==> config.mk <==
export PLATFORM = sky130hd
export DESIGN_NAME = fcs_top
export DESIGN_NICKNAME = d
export VERILOG_FILES = /design/src/hdl/fcs_clk_div.v /design/src/hdl/fcs_top.v
export VERILOG_INCLUDE_DIRS = /design/src /design/src/hdl
export SDC_FILE = /design/constraint.sdc
export NUM_CORES = 1
export LEC_CHECK = 0
export ABC_AREA = 0
export BUFFER_PORTS_ARGS = -buffer_cell sky130_fd_sc_hd__buf_2
export CORE_MARGIN = 2
export CORE_UTILIZATION = 51
export DETAILED_ROUTE_END_ITERATION = 10
export HOLD_SLACK_MARGIN = 0.1
export PLACE_DENSITY = 0.75
export SETUP_SLACK_MARGIN = 0.3
export SLEW_MARGIN = 20
export SYNTH_ARGS = -nofsm -noshare
export SYNTH_HDL_FRONTEND = slang
export SYNTH_SLANG_ARGS = --single-unit
==> constraint.sdc <==
create_clock -name mclk -period 2.1 [get_ports mclk]
set_clock_uncertainty 0.2 [all_clocks]
set_input_delay 0.42 -clock mclk [delete_from_list [all_inputs] [get_ports mclk]]
set_output_delay 0.42 -clock mclk [all_outputs]
set_load 0.005 [all_outputs]
==> src/hdl/fcs_defines.vh <==
`ifndef FCS_DEFINES_VH
`define FCS_DEFINES_VH

// Register offsets on the 2-bit register port
`define FCS_OFS_SRC_CTRL      2'h0
`define FCS_OFS_OSC_DIV_CTRL  2'h1
`define FCS_OFS_TRIM          2'h2
`define FCS_OFS_RANGE_STATUS  2'h3

// clock_source_control fields
`define FCS_SRC_SEL_HI        7
`define FCS_SRC_SEL_LO        6
`define FCS_REF_DIV_HI        5
`define FCS_REF_DIV_LO        3
`define FCS_REF_SEL_BIT       2
`define FCS_IREF_OE_BIT       1
`define FCS_IREF_STOP_BIT     0

// oscillator_divider_control fields
`define FCS_BUS_DIV_HI        7
`define FCS_BUS_DIV_LO        6
`define FCS_OSC_RANGE_BIT     5
`define FCS_HIGH_GAIN_BIT     4
`define FCS_LOW_POWER_BIT     3
`define FCS_EXT_KIND_BIT      2
`define FCS_EREF_OE_BIT       1
`define FCS_EREF_STOP_BIT     0

// range_status_control fields
`define FCS_RANGE_HI          7
`define FCS_RANGE_LO          6
`define FCS_MAX32_BIT         5
`define FCS_REF_STAT_BIT      4
`define FCS_SRC_STAT_HI       3
`define FCS_SRC_STAT_LO       2
`define FCS_OSC_READY_BIT     1
`define FCS_FINE_TRIM_BIT     0

// Reset values
`define FCS_RST_SRC_CTRL      8'h04
`define FCS_RST_OSC_DIV_CTRL  8'h40
`define FCS_RST_TRIM          8'h80
`define FCS_RST_RANGE         2'h0
`define FCS_RST_FINE_TRIM     1'b0

// Source select and range codes
`define FCS_SRC_FLL           2'h0
`define FCS_SRC_INT           2'h1
`define FCS_SRC_EXT           2'h2
`define FCS_RANGE_RESERVED    2'h3

// Divider shifts: high range starts at divide by 32, 1024 is the top
`define FCS_HIGH_RANGE_SHIFT  4'h5
`define FCS_MAX_SHIFT         4'ha
`define FCS_DEBUG_SHIFT       4'h1

`endif

==> src/hdl/fcs_clk_div.v <==
`timescale 1ns/1ps
`default_nettype none

// Power-of-two divider for a synchronised clock level
module fcs_clk_div (
  input  wire       mclk,
  input  wire       rst,
  input  wire       src_level,
  input  wire [3:0] shift,
  output reg        clk_out
);

  reg       src_d_reg;
  reg [9:0] cnt_reg;

  // Counter bit k toggles every 2^k source edges: divide by 2^(k+1)
  always @(posedge mclk) begin
    if (rst) begin
      src_d_reg <= 1'b0;
      cnt_reg   <= 10'h000;
      clk_out   <= 1'b0;
    end else begin
      src_d_reg <= src_level;
      if (src_level && !src_d_reg) begin
        cnt_reg <= cnt_reg + 10'h001;
      end
      if (shift == 4'h0) begin
        clk_out <= src_level;
      end else begin
        clk_out <= cnt_reg[shift - 4'h1];
      end
    end
  end

endmodule // fcs_clk_div

`default_nettype wire

==> src/hdl/fcs_top.v <==
// Operation
// - Reset enters FLL engaged internal mode, FLL on internal reference.
// - Engaged internal: system clock from FLL on internal ref, debug from FLL.
// - Engaged external: system clock from FLL on external ref, debug from FLL.
// - Bypassed internal: FLL runs on the ref picked by bit 2, system clock from internal ref.
// - Internal low power bypass: internal ref clock, FLL and debug clock off unless debug active.
// - Bypassed external: FLL runs, system clock from external reference.
// - External low power bypass: external ref clock, FLL and debug clock off unless debug active.
// - Stop: FLL off, no system or debug clock, references per setup.
// - Debug clock is the oscillator output divided by two.
// - Source select 00 FLL, 01 internal, 10 external, 11 as 00.
// - Selected source is divided by 1, 2, 4 or 8.
// - Reference divider field in bits 5 to 3 divides the external reference.
// - Low range divides 1 to 128, high range 32 to 1024.
// - Reference select bit 2 feeds FLL internal when set, external else.
// - Internal reference output enable gates the internal reference output.
// - Internal reference runs in stop only if both enables set before stop.
// - Internal reference period is trimmed by nine bits.
// - FLL offers three oscillator ranges.
// - Option maximises FLL output with a 32768 Hz reference.
// - Bus divider codes give 1, 2, 4, 8; divide by two after reset.
// - Low power bit turns FLL off in bypass unless debug active.
// - Range select 00/01/10; writes of 11 or under low power ignored.
// - Larger coarse trim lengthens the internal reference period.
`timescale 1ns/1ps
`default_nettype none
`include "fcs_defines.vh"

module fcs_top (
  input  wire       mclk,
  input  wire       rst,
  input  wire [1:0] addr,
  input  wire [7:0] wdata,
  input  wire       wr_stb,
  input  wire       rd_stb,
  output reg  [7:0] rdata,
  input  wire       stop_req,
  input  wire       debug_active,
  input  wire       int_ref_clk_in,
  input  wire       ext_ref_clk_in,
  input  wire       dco_clk_in,
  input  wire       oscillator_ready_in,
  output reg        bus_clk_out,
  output reg        debug_clk_out,
  output reg        fll_ref_clk_out,
  output reg        internal_ref_clock_out,
  output reg        external_ref_clock_out,
  output reg        fll_enable_out,
  output reg  [1:0] fll_range_out,
  output reg        max_freq_low_ref_option_out,
  output reg  [8:0] trim_out,
  output reg        int_ref_enable_out,
  output reg        osc_enable_out,
  output reg        osc_high_gain_out,
  output reg        osc_range_out,
  output reg        external_source_kind_out,
  output reg  [6:0] mode_out
);

  localparam [6:0] MODE_FLL_ENGAGED_INTERNAL        = 7'h01;
  localparam [6:0] MODE_FLL_ENGAGED_EXTERNAL        = 7'h02;
  localparam [6:0] MODE_FLL_BYPASSED_INTERNAL       = 7'h04;
  localparam [6:0] MODE_BYPASSED_INTERNAL_LOW_POWER = 7'h08;
  localparam [6:0] MODE_FLL_BYPASSED_EXTERNAL       = 7'h10;
  localparam [6:0] MODE_BYPASSED_EXTERNAL_LOW_POWER = 7'h20;
  localparam [6:0] MODE_STOP                        = 7'h40;

  // Mode from control fields; reserved source code folds onto the FLL
  function [6:0] mode_decode;
    input [1:0] src;
    input       ref_internal;
    input       low_power;
    input       stop;
    begin
      if (stop) begin
        mode_decode = MODE_STOP;
      end else begin
        case (src)
          `FCS_SRC_INT: begin
            mode_decode = low_power ? MODE_BYPASSED_INTERNAL_LOW_POWER
                                    : MODE_FLL_BYPASSED_INTERNAL;
          end
          `FCS_SRC_EXT: begin
            mode_decode = low_power ? MODE_BYPASSED_EXTERNAL_LOW_POWER
                                    : MODE_FLL_BYPASSED_EXTERNAL;
          end
          default: begin
            mode_decode = ref_internal ? MODE_FLL_ENGAGED_INTERNAL
                                       : MODE_FLL_ENGAGED_EXTERNAL;
          end
        endcase
      end
    end
  endfunction

  // Reference divider shift; reserved high range codes stay at 1024
  function [3:0] ref_shift;
    input [2:0] code;
    input       high_range;
    reg   [3:0] raw;
    begin
      raw = {1'b0, code};
      if (high_range) begin
        raw = raw + `FCS_HIGH_RANGE_SHIFT;
      end
      ref_shift = (raw > `FCS_MAX_SHIFT) ? `FCS_MAX_SHIFT : raw;
    end
  endfunction

  reg  [7:0] src_ctrl_reg;
  reg  [7:0] osc_div_ctrl_reg;
  reg  [7:0] trim_reg;
  reg  [1:0] range_sel_reg;
  reg  [1:0] range_stat_reg;
  reg        max32_reg;
  reg        fine_trim_reg;
  reg  [1:0] src_stat_reg;
  reg        ref_stat_reg;
  reg  [6:0] mode_reg;
  reg  [6:0] mode_next;
  reg        keep_int_reg;
  reg        keep_ext_reg;
  reg  [7:0] rdata_next;

  wire [1:0] src_sel      = src_ctrl_reg[`FCS_SRC_SEL_HI:`FCS_SRC_SEL_LO];
  wire [2:0] ref_div      = src_ctrl_reg[`FCS_REF_DIV_HI:`FCS_REF_DIV_LO];
  wire       ref_internal = src_ctrl_reg[`FCS_REF_SEL_BIT];
  wire       iref_oe      = src_ctrl_reg[`FCS_IREF_OE_BIT];
  wire       iref_stop_en = src_ctrl_reg[`FCS_IREF_STOP_BIT];
  wire [1:0] bus_div_sel  = osc_div_ctrl_reg[`FCS_BUS_DIV_HI:`FCS_BUS_DIV_LO];
  wire       osc_range    = osc_div_ctrl_reg[`FCS_OSC_RANGE_BIT];
  wire       low_power    = osc_div_ctrl_reg[`FCS_LOW_POWER_BIT];
  wire       eref_oe      = osc_div_ctrl_reg[`FCS_EREF_OE_BIT];
  wire       eref_stop_en = osc_div_ctrl_reg[`FCS_EREF_STOP_BIT];
  wire [1:0] src_eff = (src_sel == `FCS_RANGE_RESERVED) ? `FCS_SRC_FLL
                                                         : src_sel;

  // Reference and oscillator inputs come from other domains
  wire [3:0] async_in = {oscillator_ready_in, dco_clk_in,
                         ext_ref_clk_in, int_ref_clk_in};
  wire [3:0] sync_lvl;

  genvar gi;
  generate
    for (gi = 0; gi < 4; gi = gi + 1) begin : g_sync
      reg [2:0] sh_reg;
      reg       lvl_reg;
      always @(posedge mclk) begin
        if (rst) begin
          sh_reg  <= 3'h0;
          lvl_reg <= 1'b0;
        end else begin
          sh_reg <= {sh_reg[1:0], async_in[gi]};
          if (sh_reg[1] == sh_reg[2]) begin
            lvl_reg <= sh_reg[2];
          end
        end
      end
      assign sync_lvl[gi] = lvl_reg;
    end
  endgenerate

  wire int_lvl   = sync_lvl[0];
  wire ext_lvl   = sync_lvl[1];
  wire dco_lvl   = sync_lvl[2];
  wire osc_ready = sync_lvl[3];

  // Mode state follows the control fields and the stop request
  always @* begin
    mode_next = mode_decode(src_sel, ref_internal, low_power,
                            stop_req);
  end

  always @(posedge mclk) begin
    if (rst) begin
      mode_reg <= MODE_FLL_ENGAGED_INTERNAL;
    end else begin
      mode_reg <= mode_next;
    end
  end

  reg       fll_on;
  reg       debug_on;
  reg       bus_run;
  always @* begin
    // Engaged and plain bypass modes run the FLL and the debug clock
    fll_on   = 1'b1;
    debug_on = 1'b1;
    bus_run  = 1'b1;
    case (mode_reg)
      MODE_BYPASSED_INTERNAL_LOW_POWER,
      MODE_BYPASSED_EXTERNAL_LOW_POWER: begin
        // An active debugger keeps the FLL alive for its clock
        fll_on   = debug_active;
        debug_on = debug_active;
      end
      MODE_STOP: begin
        fll_on   = 1'b0;
        debug_on = 1'b0;
        bus_run  = 1'b0;
      end
      default: begin
      end
    endcase
  end

  wire stop_now = (mode_reg == MODE_STOP);

  // Source mux ahead of the bus divider
  reg sel_lvl;
  always @* begin
    case (src_eff)
      `FCS_SRC_INT: sel_lvl = int_lvl;
      `FCS_SRC_EXT: sel_lvl = ext_lvl;
      default:      sel_lvl = dco_lvl;
    endcase
  end

  wire bus_div_clk;
  wire ref_div_clk;
  wire dbg_div_clk;

  fcs_clk_div u_bus_div (
    .mclk      (mclk),
    .rst       (rst),
    .src_level (sel_lvl),
    .shift     ({2'b00, bus_div_sel}),
    .clk_out   (bus_div_clk)
  );

  fcs_clk_div u_ref_div (
    .mclk      (mclk),
    .rst       (rst),
    .src_level (ext_lvl),
    .shift     (ref_shift(ref_div, osc_range)),
    .clk_out   (ref_div_clk)
  );

  fcs_clk_div u_dbg_div (
    .mclk      (mclk),
    .rst       (rst),
    .src_level (dco_lvl),
    .shift     (`FCS_DEBUG_SHIFT),
    .clk_out   (dbg_div_clk)
  );

  // Register writes
  always @(posedge mclk) begin
    if (rst) begin
      src_ctrl_reg     <= `FCS_RST_SRC_CTRL;
      osc_div_ctrl_reg <= `FCS_RST_OSC_DIV_CTRL;
      trim_reg         <= `FCS_RST_TRIM;
      range_sel_reg    <= `FCS_RST_RANGE;
      max32_reg        <= 1'b0;
      fine_trim_reg    <= `FCS_RST_FINE_TRIM;
    end else if (wr_stb) begin
      case (addr)
        `FCS_OFS_SRC_CTRL:     src_ctrl_reg     <= wdata;
        `FCS_OFS_OSC_DIV_CTRL: osc_div_ctrl_reg <= wdata;
        `FCS_OFS_TRIM:         trim_reg         <= wdata;
        `FCS_OFS_RANGE_STATUS: begin
          if (wdata[`FCS_RANGE_HI:`FCS_RANGE_LO] != `FCS_RANGE_RESERVED &&
              !low_power) begin
            range_sel_reg <= wdata[`FCS_RANGE_HI:`FCS_RANGE_LO];
          end
          max32_reg     <= wdata[`FCS_MAX32_BIT];
          fine_trim_reg <= wdata[`FCS_FINE_TRIM_BIT];
        end
        default: begin
        end
      endcase
    end
  end

  // Status lags control by a cycle, as a clock crossing would
  always @(posedge mclk) begin
    if (rst) begin
      range_stat_reg <= `FCS_RST_RANGE;
      src_stat_reg   <= `FCS_SRC_FLL;
      ref_stat_reg   <= 1'b1;
    end else begin
      range_stat_reg <= range_sel_reg;
      src_stat_reg   <= src_eff;
      ref_stat_reg   <= ref_internal;
    end
  end

  // Keep decisions track the enables and freeze in stop, so the first
  // stop cycle already uses the setup from just before stop
  always @(posedge mclk) begin
    if (rst) begin
      keep_int_reg <= 1'b0;
      keep_ext_reg <= 1'b0;
    end else if (!stop_now) begin
      keep_int_reg <= iref_stop_en && iref_oe;
      keep_ext_reg <= eref_stop_en && eref_oe;
    end
  end

  wire int_out_on = stop_now ? keep_int_reg : iref_oe;
  wire ext_out_on = stop_now ? keep_ext_reg : eref_oe;
  wire ext_needed = !ref_internal || src_eff == `FCS_SRC_EXT || eref_oe;

  always @* begin
    rdata_next = 8'h00;
    if (rd_stb) begin
      case (addr)
        `FCS_OFS_SRC_CTRL:     rdata_next = src_ctrl_reg;
        `FCS_OFS_OSC_DIV_CTRL: rdata_next = osc_div_ctrl_reg;
        `FCS_OFS_TRIM:         rdata_next = trim_reg;
        default: begin
          rdata_next = {range_stat_reg, max32_reg, ref_stat_reg,
                        src_stat_reg, osc_ready, fine_trim_reg};
        end
      endcase
    end
  end

  // All outputs are registered here
  always @(posedge mclk) begin
    if (rst) begin
      rdata                       <= 8'h00;
      bus_clk_out                 <= 1'b0;
      debug_clk_out               <= 1'b0;
      fll_ref_clk_out             <= 1'b0;
      internal_ref_clock_out      <= 1'b0;
      external_ref_clock_out      <= 1'b0;
      fll_enable_out              <= 1'b0;
      fll_range_out               <= `FCS_RST_RANGE;
      max_freq_low_ref_option_out <= 1'b0;
      trim_out                    <= {`FCS_RST_TRIM, `FCS_RST_FINE_TRIM};
      int_ref_enable_out          <= 1'b0;
      osc_enable_out              <= 1'b0;
      osc_high_gain_out           <= 1'b0;
      osc_range_out               <= 1'b0;
      external_source_kind_out    <= 1'b0;
      mode_out                    <= MODE_FLL_ENGAGED_INTERNAL;
    end else begin
      rdata           <= rdata_next;
      bus_clk_out     <= bus_run && bus_div_clk;
      debug_clk_out   <= debug_on && dbg_div_clk;
      fll_ref_clk_out <= fll_on && (ref_internal ? int_lvl
                                                 : ref_div_clk);
      internal_ref_clock_out <= int_out_on && int_lvl;
      external_ref_clock_out <= ext_out_on && ext_lvl;
      fll_enable_out         <= fll_on;
      fll_range_out          <= range_stat_reg;
      max_freq_low_ref_option_out <= max32_reg;
      // Coarse trim is binary weighted: higher code, longer period
      trim_out <= {trim_reg, fine_trim_reg};
      int_ref_enable_out <= stop_now ? keep_int_reg : 1'b1;
      osc_enable_out     <= stop_now ? keep_ext_reg : ext_needed;
      osc_high_gain_out  <= osc_div_ctrl_reg[`FCS_HIGH_GAIN_BIT];
      osc_range_out      <= osc_range;
      external_source_kind_out <= osc_div_ctrl_reg[`FCS_EXT_KIND_BIT];
      mode_out           <= mode_reg;
    end
  end

endmodule // fcs_top

`default_nettype wire

==> metrics.txt, run 1 <==
status complete, no violations; Die Ht 97.1 µm; Int Pwr 4.21 mW; Layout Nets 553; cell area after layout 5730 µm²; RSZ-0062 raised after global routing yes; Slew @ Worst Pin about 0.45 ns; drt wl/cell 14.8 µm; pin count of the biggest net entering global routing 27; Detailed Place HPWL 6220 µm; IO Pins a little under 60; crit path launch src_ctrl_reg[3]; initial antenna violation count 0; ratio of cells with drive above 1 in the final layout 26.4%; vias per cell 5.29; root buf cell clkbuf_8; die width 97.1 µm; max-cap viol count 0; end of the critical path u_ref_div.clk_out; post-placement cell area 4900 µm²; sequential cell area fraction in the yosys report 53.0%; Async S/R FF share, synth 0%; Rel. slew slack 69.5%; number of fill cells in the layout 621; Area growth syn-to-layout 29.4%; most area-consuming cells after synthesis dfxtp_1 53%, nor2b_1 7.2%, mux4_2 4.6%; Worst Path Required 2.29 ns; synthesized area 4420 µm²; Reg2Reg Depth 6; max FFs per register 12; switching share of total power 21.9%; WL final approximately 9500 µm; Cells after DPL 592; worst min path class input pin to flip-flop; syn_area_per_cell 10.2 µm²; Hold Slack around 0.12 ns; Startpoint Class flip-flop; most numerous cell in the Yosys netlist dfxtp_1; crit path time final just over 2 ns; first-pass GRT wire length 15700 µm; pwr/cell area 943 nW/µm²; VDD IR max 0.593 mV; Reg2Reg Setup Slack 0.04 ns; Worst EP arrival 2.25 ns; count of different cell masters after synthesis 54; Post-synth top cells 117 x dfxtp_1, 51 x nor2b_1, 44 x nor2_1; FF-to-FF End u_ref_div.clk_out; Warnings, synthesis 0; core area slightly above 8000 µm²; cells after synthesis roughly 440; Main synth FF type dfxtp_1; hold violation count in the final report 0; vias in the first global route 3239; Final setup violation count 0; CTS H-tree lvls 4; share of the synthesized area in the top cell type 53.0%; vias post-DR 3399; critical path class flip-flop to flip-flop; Clk pwr share 51.4%; critical path capture point type flip-flop; Net Switching 1.18 mW; fin crit share 98.0%; Clock Tree Buf Depth 2; PortBufs 57; #FFs+latches synth between 100 and 150; Routability Congestion 0.871; TritonCTS Buffers 17; Finished Core Util roughly 70%; largest area contributor in the netlist dfxtp_1; part of the power in combinational logic 5.8%; antenna-violating nets left 0; Initial DRT Pass Iterations 5; CP max FO 6; clock transition at the registers of the reported paths 0.06 ns; total grt overflow 0; Post-Syn Nets 463; Core Rows 33; Flop pwr share 42.8%; RR Startpoint src_ctrl_reg[3]; GRT Resource Usage Total 20.7%; die area 9430 µm²; Worst-Skew Late Latency 0.51 ns; Leak 2.42 nW; CTS tree built; fmax 486 MHz; initial core utilization a little over half; final non-filler cell total around 640; DRC 0; EDFF count, synth 0; fin. max-slew vios 0; total power 5.40 mW; DRT iter0 DRCs 152; Clock Sinks 117; # diodes 0
[stage by stage]
| step | TNS [ns] | setup slack [ns] |
|---|---|---|
| 2_1_floorplan | 0 | 0.145 |
| 5_1_grt | -0.00219 | -0.00219 |
| 6_report | 0 | 0.0430 |
| 4_1_cts | 0 | 0.0653 |
| 3_5_place_dp | 0 | 0.0562 |
| 3_3_place_gp | 0 | 0.0612 |
[metal layers]
metal	routed length [µm]	global-route usage (%)	up-vias
met2	4690	34.2	110
met5	0	0	-
met4	95	6.39	0
met1	4180	26.2	1610
li1	-	-	1668
met3	555	6.19	11
[area by class of cell]
type / instances / area [µm²] / area share [%]
timing repair buffer: 92 / 581 / 10.1
sequential: 117 / 2350 / 41.1
multi-input combinational: 288 / 2040 / 35.6
clock inverter: 12 / 128 / 2.23
tap: 105 / 131 / 2.29
inverter: 9 / 36.3 / 0.634
clock buffer: 20 / 457 / 7.98
[how the worst min path moves through the flow]
stage	start	to	slack [ns]	cells after the start
after floorplan	u_dbg_div.clk_out	debug_clk_out	0.21	1
final	rst	g_sync[0].lvl_reg	0.12	2
after global routing	rst	g_sync[0].sh_reg[2]	0.12	2
after CTS	rst	g_sync[0].lvl_reg	0.10	2
after global placement	u_dbg_div.clk_out	debug_clk_out	0.21	1
after detailed placement	u_dbg_div.clk_out	debug_clk_out	0.23	1
[what timing repair did]
item	in CTS	in global routing
hold endpoints to repair	38	0
resized for setup	5	11
pin swaps	3	6
hold buffers	13	0
setup buffers	2	4
cloned	0	0
setup endpoints to repair	4	6
[worst max-delay path, cell delays in order (launching register included)]
cell and delay [ns]:
dfxtp_4 0.35, ha_4 0.28, or3b_1 0.37, o311ai_2 0.11, a22oi_1 0.14, a2111oi_0 0.37
o32ai_1 0.12
[logic make-up after synthesis]
logic type	count (synthesis)	share of synthesized area, %
adder cells (fa/ha/maj)	8	2.26
flip-flops	117	53.0
AND/OR/NAND/NOR	185	22.3
multiplexers	29	9.14
AO/OA/AOI/OAI	50	7.21
XOR/XNOR	16	3.17
buffers and inverters	30	2.94
[placed cells by master (no fill, tap or decap), types with 6 or more instances in the layout]
master	count
dfxtp_1	113
inv_1	6
clkbuf_16	17
mux2i_1	19
nand2_1	35
nand3_1	9
buf_2	57
nor3_1	6
a21oi_1	20
nor2_1	44
buf_4	22
xor2_1	11
o21ai_0	8
dlygate4sd3_1	13
mux4_2	9
nand2b_1	6
nor2b_1	50
[power groups by stage]
stage                     registers, mW  clock network [mW]  logic (mW)
final                              2.31                2.77       0.315
after global routing               2.32                2.92       0.345
after CTS                          2.31                2.80       0.299
after detailed placement           2.36                   0       0.273
after global placement             2.35                   0       0.266
after floorplan                    2.35                   0       0.181
(Power assumes the default switching activity.)
==> inputs of run 2 (changes only) <==
--- a/config.mk
+++ b/config.mk
@@ -12,7 +12,7 @@
 export CORE_UTILIZATION = 51
 export DETAILED_ROUTE_END_ITERATION = 10
 export HOLD_SLACK_MARGIN = 0.1
-export PLACE_DENSITY = 0.75
+export PLACE_DENSITY_LB_ADDON = 0.25
 export SETUP_SLACK_MARGIN = 0.3
 export SLEW_MARGIN = 20
 export SYNTH_ARGS = -nofsm -noshare
==> run 2 against run 1 <==
Die area unchanged. Highest routed layer unchanged. Cell area rose by 0.31%. Largest power group unchanged. Register-to-register slack gained 0.02 ns. Clock-buffer cell count rose by 1. Critical path depth stayed put. Clock power increased by 3%. Non-clock buffer count is 3 lower. Setup slack better by 0.017 ns.
==> metrics.txt, run 2 (same netlist as run 1, synthesis figures left out) <==
VDD IR max 0.554 mV (-6.5%); worst min path class input pin to flip-flop; Flop pwr share 42.1% (-0.7 points); RSZ-0062 raised after global routing yes; hold violation count in the final report 0 (unchanged); crit path time final 2.04 ns (-0.0169 ns); initial core utilization 53.3% (unchanged); Int Pwr 4.34 mW (+3.1%); DRC 0 (unchanged); crit path launch src_ctrl_reg[3]; root buf cell clkbuf_8; GRT Resource Usage Total 19.7% (-0.99 points); DRT iter0 DRCs 120 (-21%); die width 97.1 µm (unchanged); Final setup violation count 0 (unchanged); status complete, no violations; Detailed Place HPWL 6050 µm (-2.7%); HP Start rst; core area 8300 µm² (unchanged); pwr/cell area 955 nW/µm² (+1.3%); crit path cell chain ha_4, or3b_1, o311ai_2, a22oi_1, a2111oi_2, o32ai_1; part of the power in combinational logic 5.7% (about the same); Crit path depth 6 (unchanged); Hold Slack 0.157 ns (+0.0397 ns); Clock Tree Buf Depth 2 (unchanged); fin. max-slew vios 0 (unchanged); CP delay by family, top compound AO/OA/AOI/OAI gates; IO Pins 58 (unchanged); critical path capture point type flip-flop; most frequent cells in the layout 113 x dfxtp_1, 57 x buf_2, 50 x nor2b_1, 44 x nor2_1, 34 x nand2_1; Die Ht 97.1 µm (unchanged); max FFs per register 12 (unchanged); Routability Congestion 0.892 (+2.4%); Core Rows 33 (unchanged); WP buf/inv 0 (unchanged); die area 9430 µm² (unchanged); RR Startpoint src_ctrl_reg[3]; Initial DRT Pass Iterations 4 (-1); vias post-DR 3281 (-3.5%); Net Switching 1.14 mW (-3.7%); antenna-violating nets left 0 (unchanged); # diodes 0 (unchanged); TritonCTS Buffers 17 (unchanged); Layout Nets 550 (-0.54%); vias in the first global route 3194 (-1.4%); leading cell type in the layout, fill and taps excluded dfxtp_1; Worst-Skew Late Latency 0.51 ns (about the same); total grt overflow 0 (unchanged); WL final 9210 µm (-3.3%); CTS tree built; fmax 490 MHz (+0.83%); Worst Path Required 2.27 ns (-0.02 ns); Largest stage delay, worst path 0.39 ns (+0.02 ns); CP max FO 6 (unchanged); CP max stage cell or3b_1; max-cap viol count 0 (unchanged); Startpoint Class flip-flop; WHS Path Cells 2 (unchanged); Clock Sinks 117 (unchanged); switching share of total power 20.8% (-1.1 points); Clk pwr share 52.2% (+0.8 points); Reg2Reg Depth 6 (unchanged); ratio of cells with drive above 1 in the final layout 26.8% (+0.44 points); fin crit share 97.1% (-0.81 points); drt wl/cell 14.4 µm (-2.5%); vias per cell 5.14 (-2.7%); Rel. slew slack 68.6% (-0.89 points); initial antenna violation count 0 (unchanged); first-pass GRT wire length 14900 µm (-5.0%); Worst EP arrival 2.21 ns (-0.04 ns); critical path class flip-flop to flip-flop; Leak 2.44 nW (+0.61%); setup TNS 0 ns (unchanged); CTS H-tree lvls 4 (unchanged); clock transition at the registers of the reported paths 0.06 ns (about the same); PortBufs 57 (unchanged); Slew @ Worst Pin 0.472 ns (+0.0175 ns); pin count of the biggest net entering global routing 31 (+15%); Area growth syn-to-layout 29.8%
[run 2: final timing paths]
path	endpoint	slack [ns]
hold / removal	g_sync[3].sh_reg[1]	0.16
setup / recovery	u_ref_div.clk_out	0.06
hold reg to reg	g_sync[3].sh_reg[1]	0.23
setup reg to reg	u_ref_div.clk_out	0.06
[run 2: final cells by class]
type	instances	area, µm²
Timing Repair Buffer	89	571
Clock inverter	9	126
Clock buffer	21	469
Multi-Input combinational cell	288	2050
Tap cell	105	131
Inverter	9	36.3
Sequential cell	117	2350
Fill cell	616	2560
[run 2: repair_timing]
| item | in CTS | in global routing |
|---|---|---|
| endpoints found under the setup margin | 5 | 9 |
| hold buffers | 13 | 0 |
| hold endpoints to repair | 39 | 0 |
| pin swaps | 4 | 6 |
| gates resized for setup | 7 | 14 |
| setup buffers | 3 | 1 |
[run 2: per-stage QoR]
step | power, mW | instances | utilization [%] | instance area, µm² | setup WS (ns)
after detailed placement | 2.62 | 591 | 59.0 | 4900 | 0.0123
after CTS | 5.49 | 637 | 68.2 | 5660 | 0.0361
after global routing | 5.67 | 638 | 69.2 | 5740 | -0.0421
after floorplan | 2.53 | 435 | - | 4460 | 0.145
final | 5.48 | 638 | 69.2 | 5740 | 0.0599
after global placement | 2.62 | 591 | 59.0 | 4900 | 0.0379
[run 2: routing by layer]
metal  wire length (µm)  GRT usage [%]
met1               4200           24.5
met4                178           8.88
met3                494           7.48
met2               4340           30.5
met5                  0              0
[run 2: power groups by stage]
stage,Sequential [mW],Clock (mW),Combinational [mW]
finish,2.31,2.86,0.311
global route,2.31,3.01,0.343
CTS,2.31,2.89,0.298
detailed placement,2.36,0,0.269
global placement,2.35,0,0.264
floorplan,2.35,0,0.181
==> inputs of run 3 (changes only) <==
--- a/config.mk
+++ b/config.mk
@@ -7,9 +7,11 @@
 export NUM_CORES = 1
 export LEC_CHECK = 0
 export ABC_AREA = 0
-export BUFFER_PORTS_ARGS = -buffer_cell sky130_fd_sc_hd__buf_2
+export BUFFER_PORTS_ARGS = -buffer_cell sky130_fd_sc_hd__clkbuf_2
+export CELL_PAD_IN_SITES_DETAIL_PLACEMENT = 1
+export CELL_PAD_IN_SITES_GLOBAL_PLACEMENT = 2
 export CORE_MARGIN = 2
-export CORE_UTILIZATION = 51
+export CORE_UTILIZATION = 39
 export DETAILED_ROUTE_END_ITERATION = 10
 export HOLD_SLACK_MARGIN = 0.1
 export PLACE_DENSITY_LB_ADDON = 0.25
==> constraint.sdc (replaced) <==
create_clock -name mclk -period 2.35 [get_ports mclk]
set_clock_uncertainty 0.2 [all_clocks]
set_input_delay 0.47 -clock mclk [delete_from_list [all_inputs] [get_ports mclk]]
set_output_delay 0.47 -clock mclk [all_outputs]
set_load 0.005 [all_outputs]
==> run 3 against run 2 <==
Setup slack better by 0.20 ns. Critical path depth unchanged. Register-to-register slack better by 0.20 ns. Cell area down 2.2%. Power down 12%. Global-route usage down 2.1 points. Clock power down 13%. Non-clock buffer count down 12. Worst hold slack worse by 0.038 ns. Clock-buffer cell count up 4. Cell count up 3.9%. Critical endpoint unchanged. Largest power group unchanged.
==> metrics.txt, run 3 (same netlist as run 1, synthesis figures left out) <==
# diodes 0 (unchanged); Crit path depth 6 (unchanged); initial antenna violation count 0 (unchanged); Rel. slew slack 62.9% (-5.6 points); setup ws final 0.258 ns (+0.198 ns); critical path class flip-flop to flip-flop; first-pass GRT wire length 16800 µm (+13%); Initial DRT Pass Iterations 4 (unchanged); fmax 478 MHz (-2.5%); Reg2Reg Depth 6 (unchanged); Int Pwr 3.77 mW (-13%); CP max FO 6 (unchanged); WP buf/inv 0 (unchanged); number of fill cells in the layout 1197 (+94%); die area 12200 µm² (+29%); CTS tree built; Worst EP arrival 2.16 ns (-0.05 ns); Largest stage delay, worst path 0.41 ns (+0.02 ns); PortBufs 57 (unchanged); crit path cell chain ha_4, or3b_1, o311ai_4, a22oi_2, a2111oi_2, o32ai_1; part of the power in combinational logic 5.4% (-0.3 points); RR Startpoint src_ctrl_reg[4]; HP Start wdata[3]; Slew @ Worst Pin 0.551 ns (+0.0792 ns); Layout Nets 538 (-2.2%); max-cap viol count 0 (unchanged); CP delay by family, top compound AO/OA/AOI/OAI gates; initial core utilization 40.4% (-13 points); core area 10900 µm² (+32%); RSZ-0062 raised after global routing yes; fin crit share 89.0% (-8.1 points); Clk pwr share 51.7% (-0.5 points); ratio of cells with drive above 1 in the final layout 25.6% (-1.2 points); antenna-violating nets left 0 (unchanged); drt wl/cell 15.8 µm (+9.2%); die width 110 µm (+14%); GRT Resource Usage Total 17.6% (-2.1 points); vias in the first global route 3306 (+3.5%); fin. max-slew vios 0 (unchanged); Worst Path Required 2.41 ns (+0.14 ns); DRT iter0 DRCs 132 (+10%); pin count of the biggest net entering global routing 50 (+61%); Flop pwr share 42.9% (+0.8 points); CP max stage cell or3b_1; TritonCTS Buffers 17 (unchanged); most frequent cells in the layout 112 x dfxtp_1, 56 x clkbuf_2, 51 x nor2b_1, 44 x nor2_1, 35 x nand2_1; Startpoint Class flip-flop; status complete, no violations; Clock Sinks 117 (unchanged); Net Switching 1.05 mW (-8.0%); Leak 2.33 nW (-4.3%); worst min path class input pin to flip-flop; WHS Endpoint trim_reg[3]; IO Pins 58 (unchanged); Clock Tree Buf Depth 2 (unchanged); Routability Congestion 0.763 (-14%); WL final 10500 µm (+13%); Place WS 0.0687 ns (+0.0563 ns); max FFs per register 12 (unchanged); vias post-DR 3295 (+0.43%); Detailed Place HPWL 6860 µm (+13%); Area growth syn-to-layout 27.0%; total grt overflow 0 (unchanged); Reg2Reg Setup Slack 0.26 ns (+0.20 ns); CTS H-tree lvls 4 (unchanged); root buf cell clkbuf_16; leading cell type in the layout, fill and taps excluded dfxtp_1; Final setup violation count 0 (unchanged); DRC 0 (unchanged); setup TNS 0 ns (unchanged); hold violation count in the final report 0 (unchanged); Worst-Skew Late Latency 0.41 ns (-0.10 ns); vias per cell 4.97 (-3.4%); pwr/cell area 859 nW/µm² (-10%); crit path time final 2.09 ns (+0.0518 ns); FF-to-FF End u_ref_div.clk_out; Core Rows 38 (+15%); clock transition at the registers of the reported paths 0.05 ns (about the same); critical path capture point type flip-flop; total power 4.82 mW (-12%); Die Ht 110 µm (+14%); VDD IR max 0.635 mV (+15%); switching share of total power 21.7% (+0.95 points); WHS Path Cells 3 (+1)
[run 3: changes by cell type in the layout (fill, tap and decap cells not counted), moves of 2 or more]
cell           delta
dfxtp_4           -3
ha_4              -2
bufinv_16         -2
buf_4             -3
dlygate4sd3_1     -7
buf_2            -57
clkbuf_1          +2
inv_1             +2
dfxtp_2           +4
ha_1              +2
clkbuf_2         +56
[run 3: metrics by stage]
| stage | utilization, % | hold slack, ns | area, µm² | cells |
|---|---|---|---|---|
| after floorplan | - | 0.206 | 4420 | 435 |
| after global placement | 44.5 | 0.215 | 4870 | 621 |
| after detailed placement | 44.5 | 0.222 | 4870 | 621 |
| after CTS | 51.1 | 0.105 | 5580 | 663 |
| after global routing | 51.4 | 0.120 | 5620 | 663 |
| final | 51.4 | 0.119 | 5620 | 663 |
[run 3: layout make-up]
| class | instances | area [µm²] | area share (%) |
|---|---|---|---|
| clock buffers | 25 | 515 | 9.18 |
| clock inverters | 7 | 68.8 | 1.22 |
| inverters | 9 | 33.8 | 0.601 |
| multi-input cells | 288 | 2020 | 36.0 |
| flip-flops and latches | 117 | 2350 | 41.8 |
| well taps | 140 | 175 | 3.12 |
| repair buffers | 77 | 453 | 8.06 |
[run 3: worst max path at each step]
stage                        endpoint             from  slack, ns
CTS                 u_ref_div.clk_out  src_ctrl_reg[4]       0.31
global route        u_ref_div.clk_out  src_ctrl_reg[4]       0.17
floorplan           u_ref_div.clk_out  src_ctrl_reg[3]       0.31
finish              u_ref_div.clk_out  src_ctrl_reg[4]       0.26
detailed placement  u_ref_div.clk_out  src_ctrl_reg[3]       0.07
global placement    u_ref_div.clk_out  src_ctrl_reg[3]       0.14
[run 3: repair_timing]
item / 4_1_cts / 5_1_grt
buffers inserted: 4 / 0
hold buffers: 6 / 0
endpoints found under the setup margin: 5 / 5
gates resized for setup: 8 / 8
pin swaps: 3 / 1
gates cloned: 0 / 0
hold endpoints to repair: 6 / 0
[run 3: metal layers]
metal	global-route usage [%]	routed length [µm]	vias up
li1	-	-	1625
met1	21.5	4850	1607
met2	29.0	5120	54
met3	5.65	351	9
met4	6.50	131	0
met5	0	0	-
[run 3: worst min-delay path, cell delays in order]
cell      delay [ns]
clkbuf_2        0.10
nand2_1         0.06
a21oi_1         0.05
[run 3: power groups by stage]
stage / clock network [mW] / registers [mW] / logic (mW)
2_1_floorplan: 0 / 2.10 / 0.158
3_3_place_gp: 0 / 2.11 / 0.234
3_5_place_dp: 0 / 2.11 / 0.239
4_1_cts: 2.55 / 2.07 / 0.258
5_1_grt: 2.63 / 2.07 / 0.288
6_report: 2.49 / 2.07 / 0.261
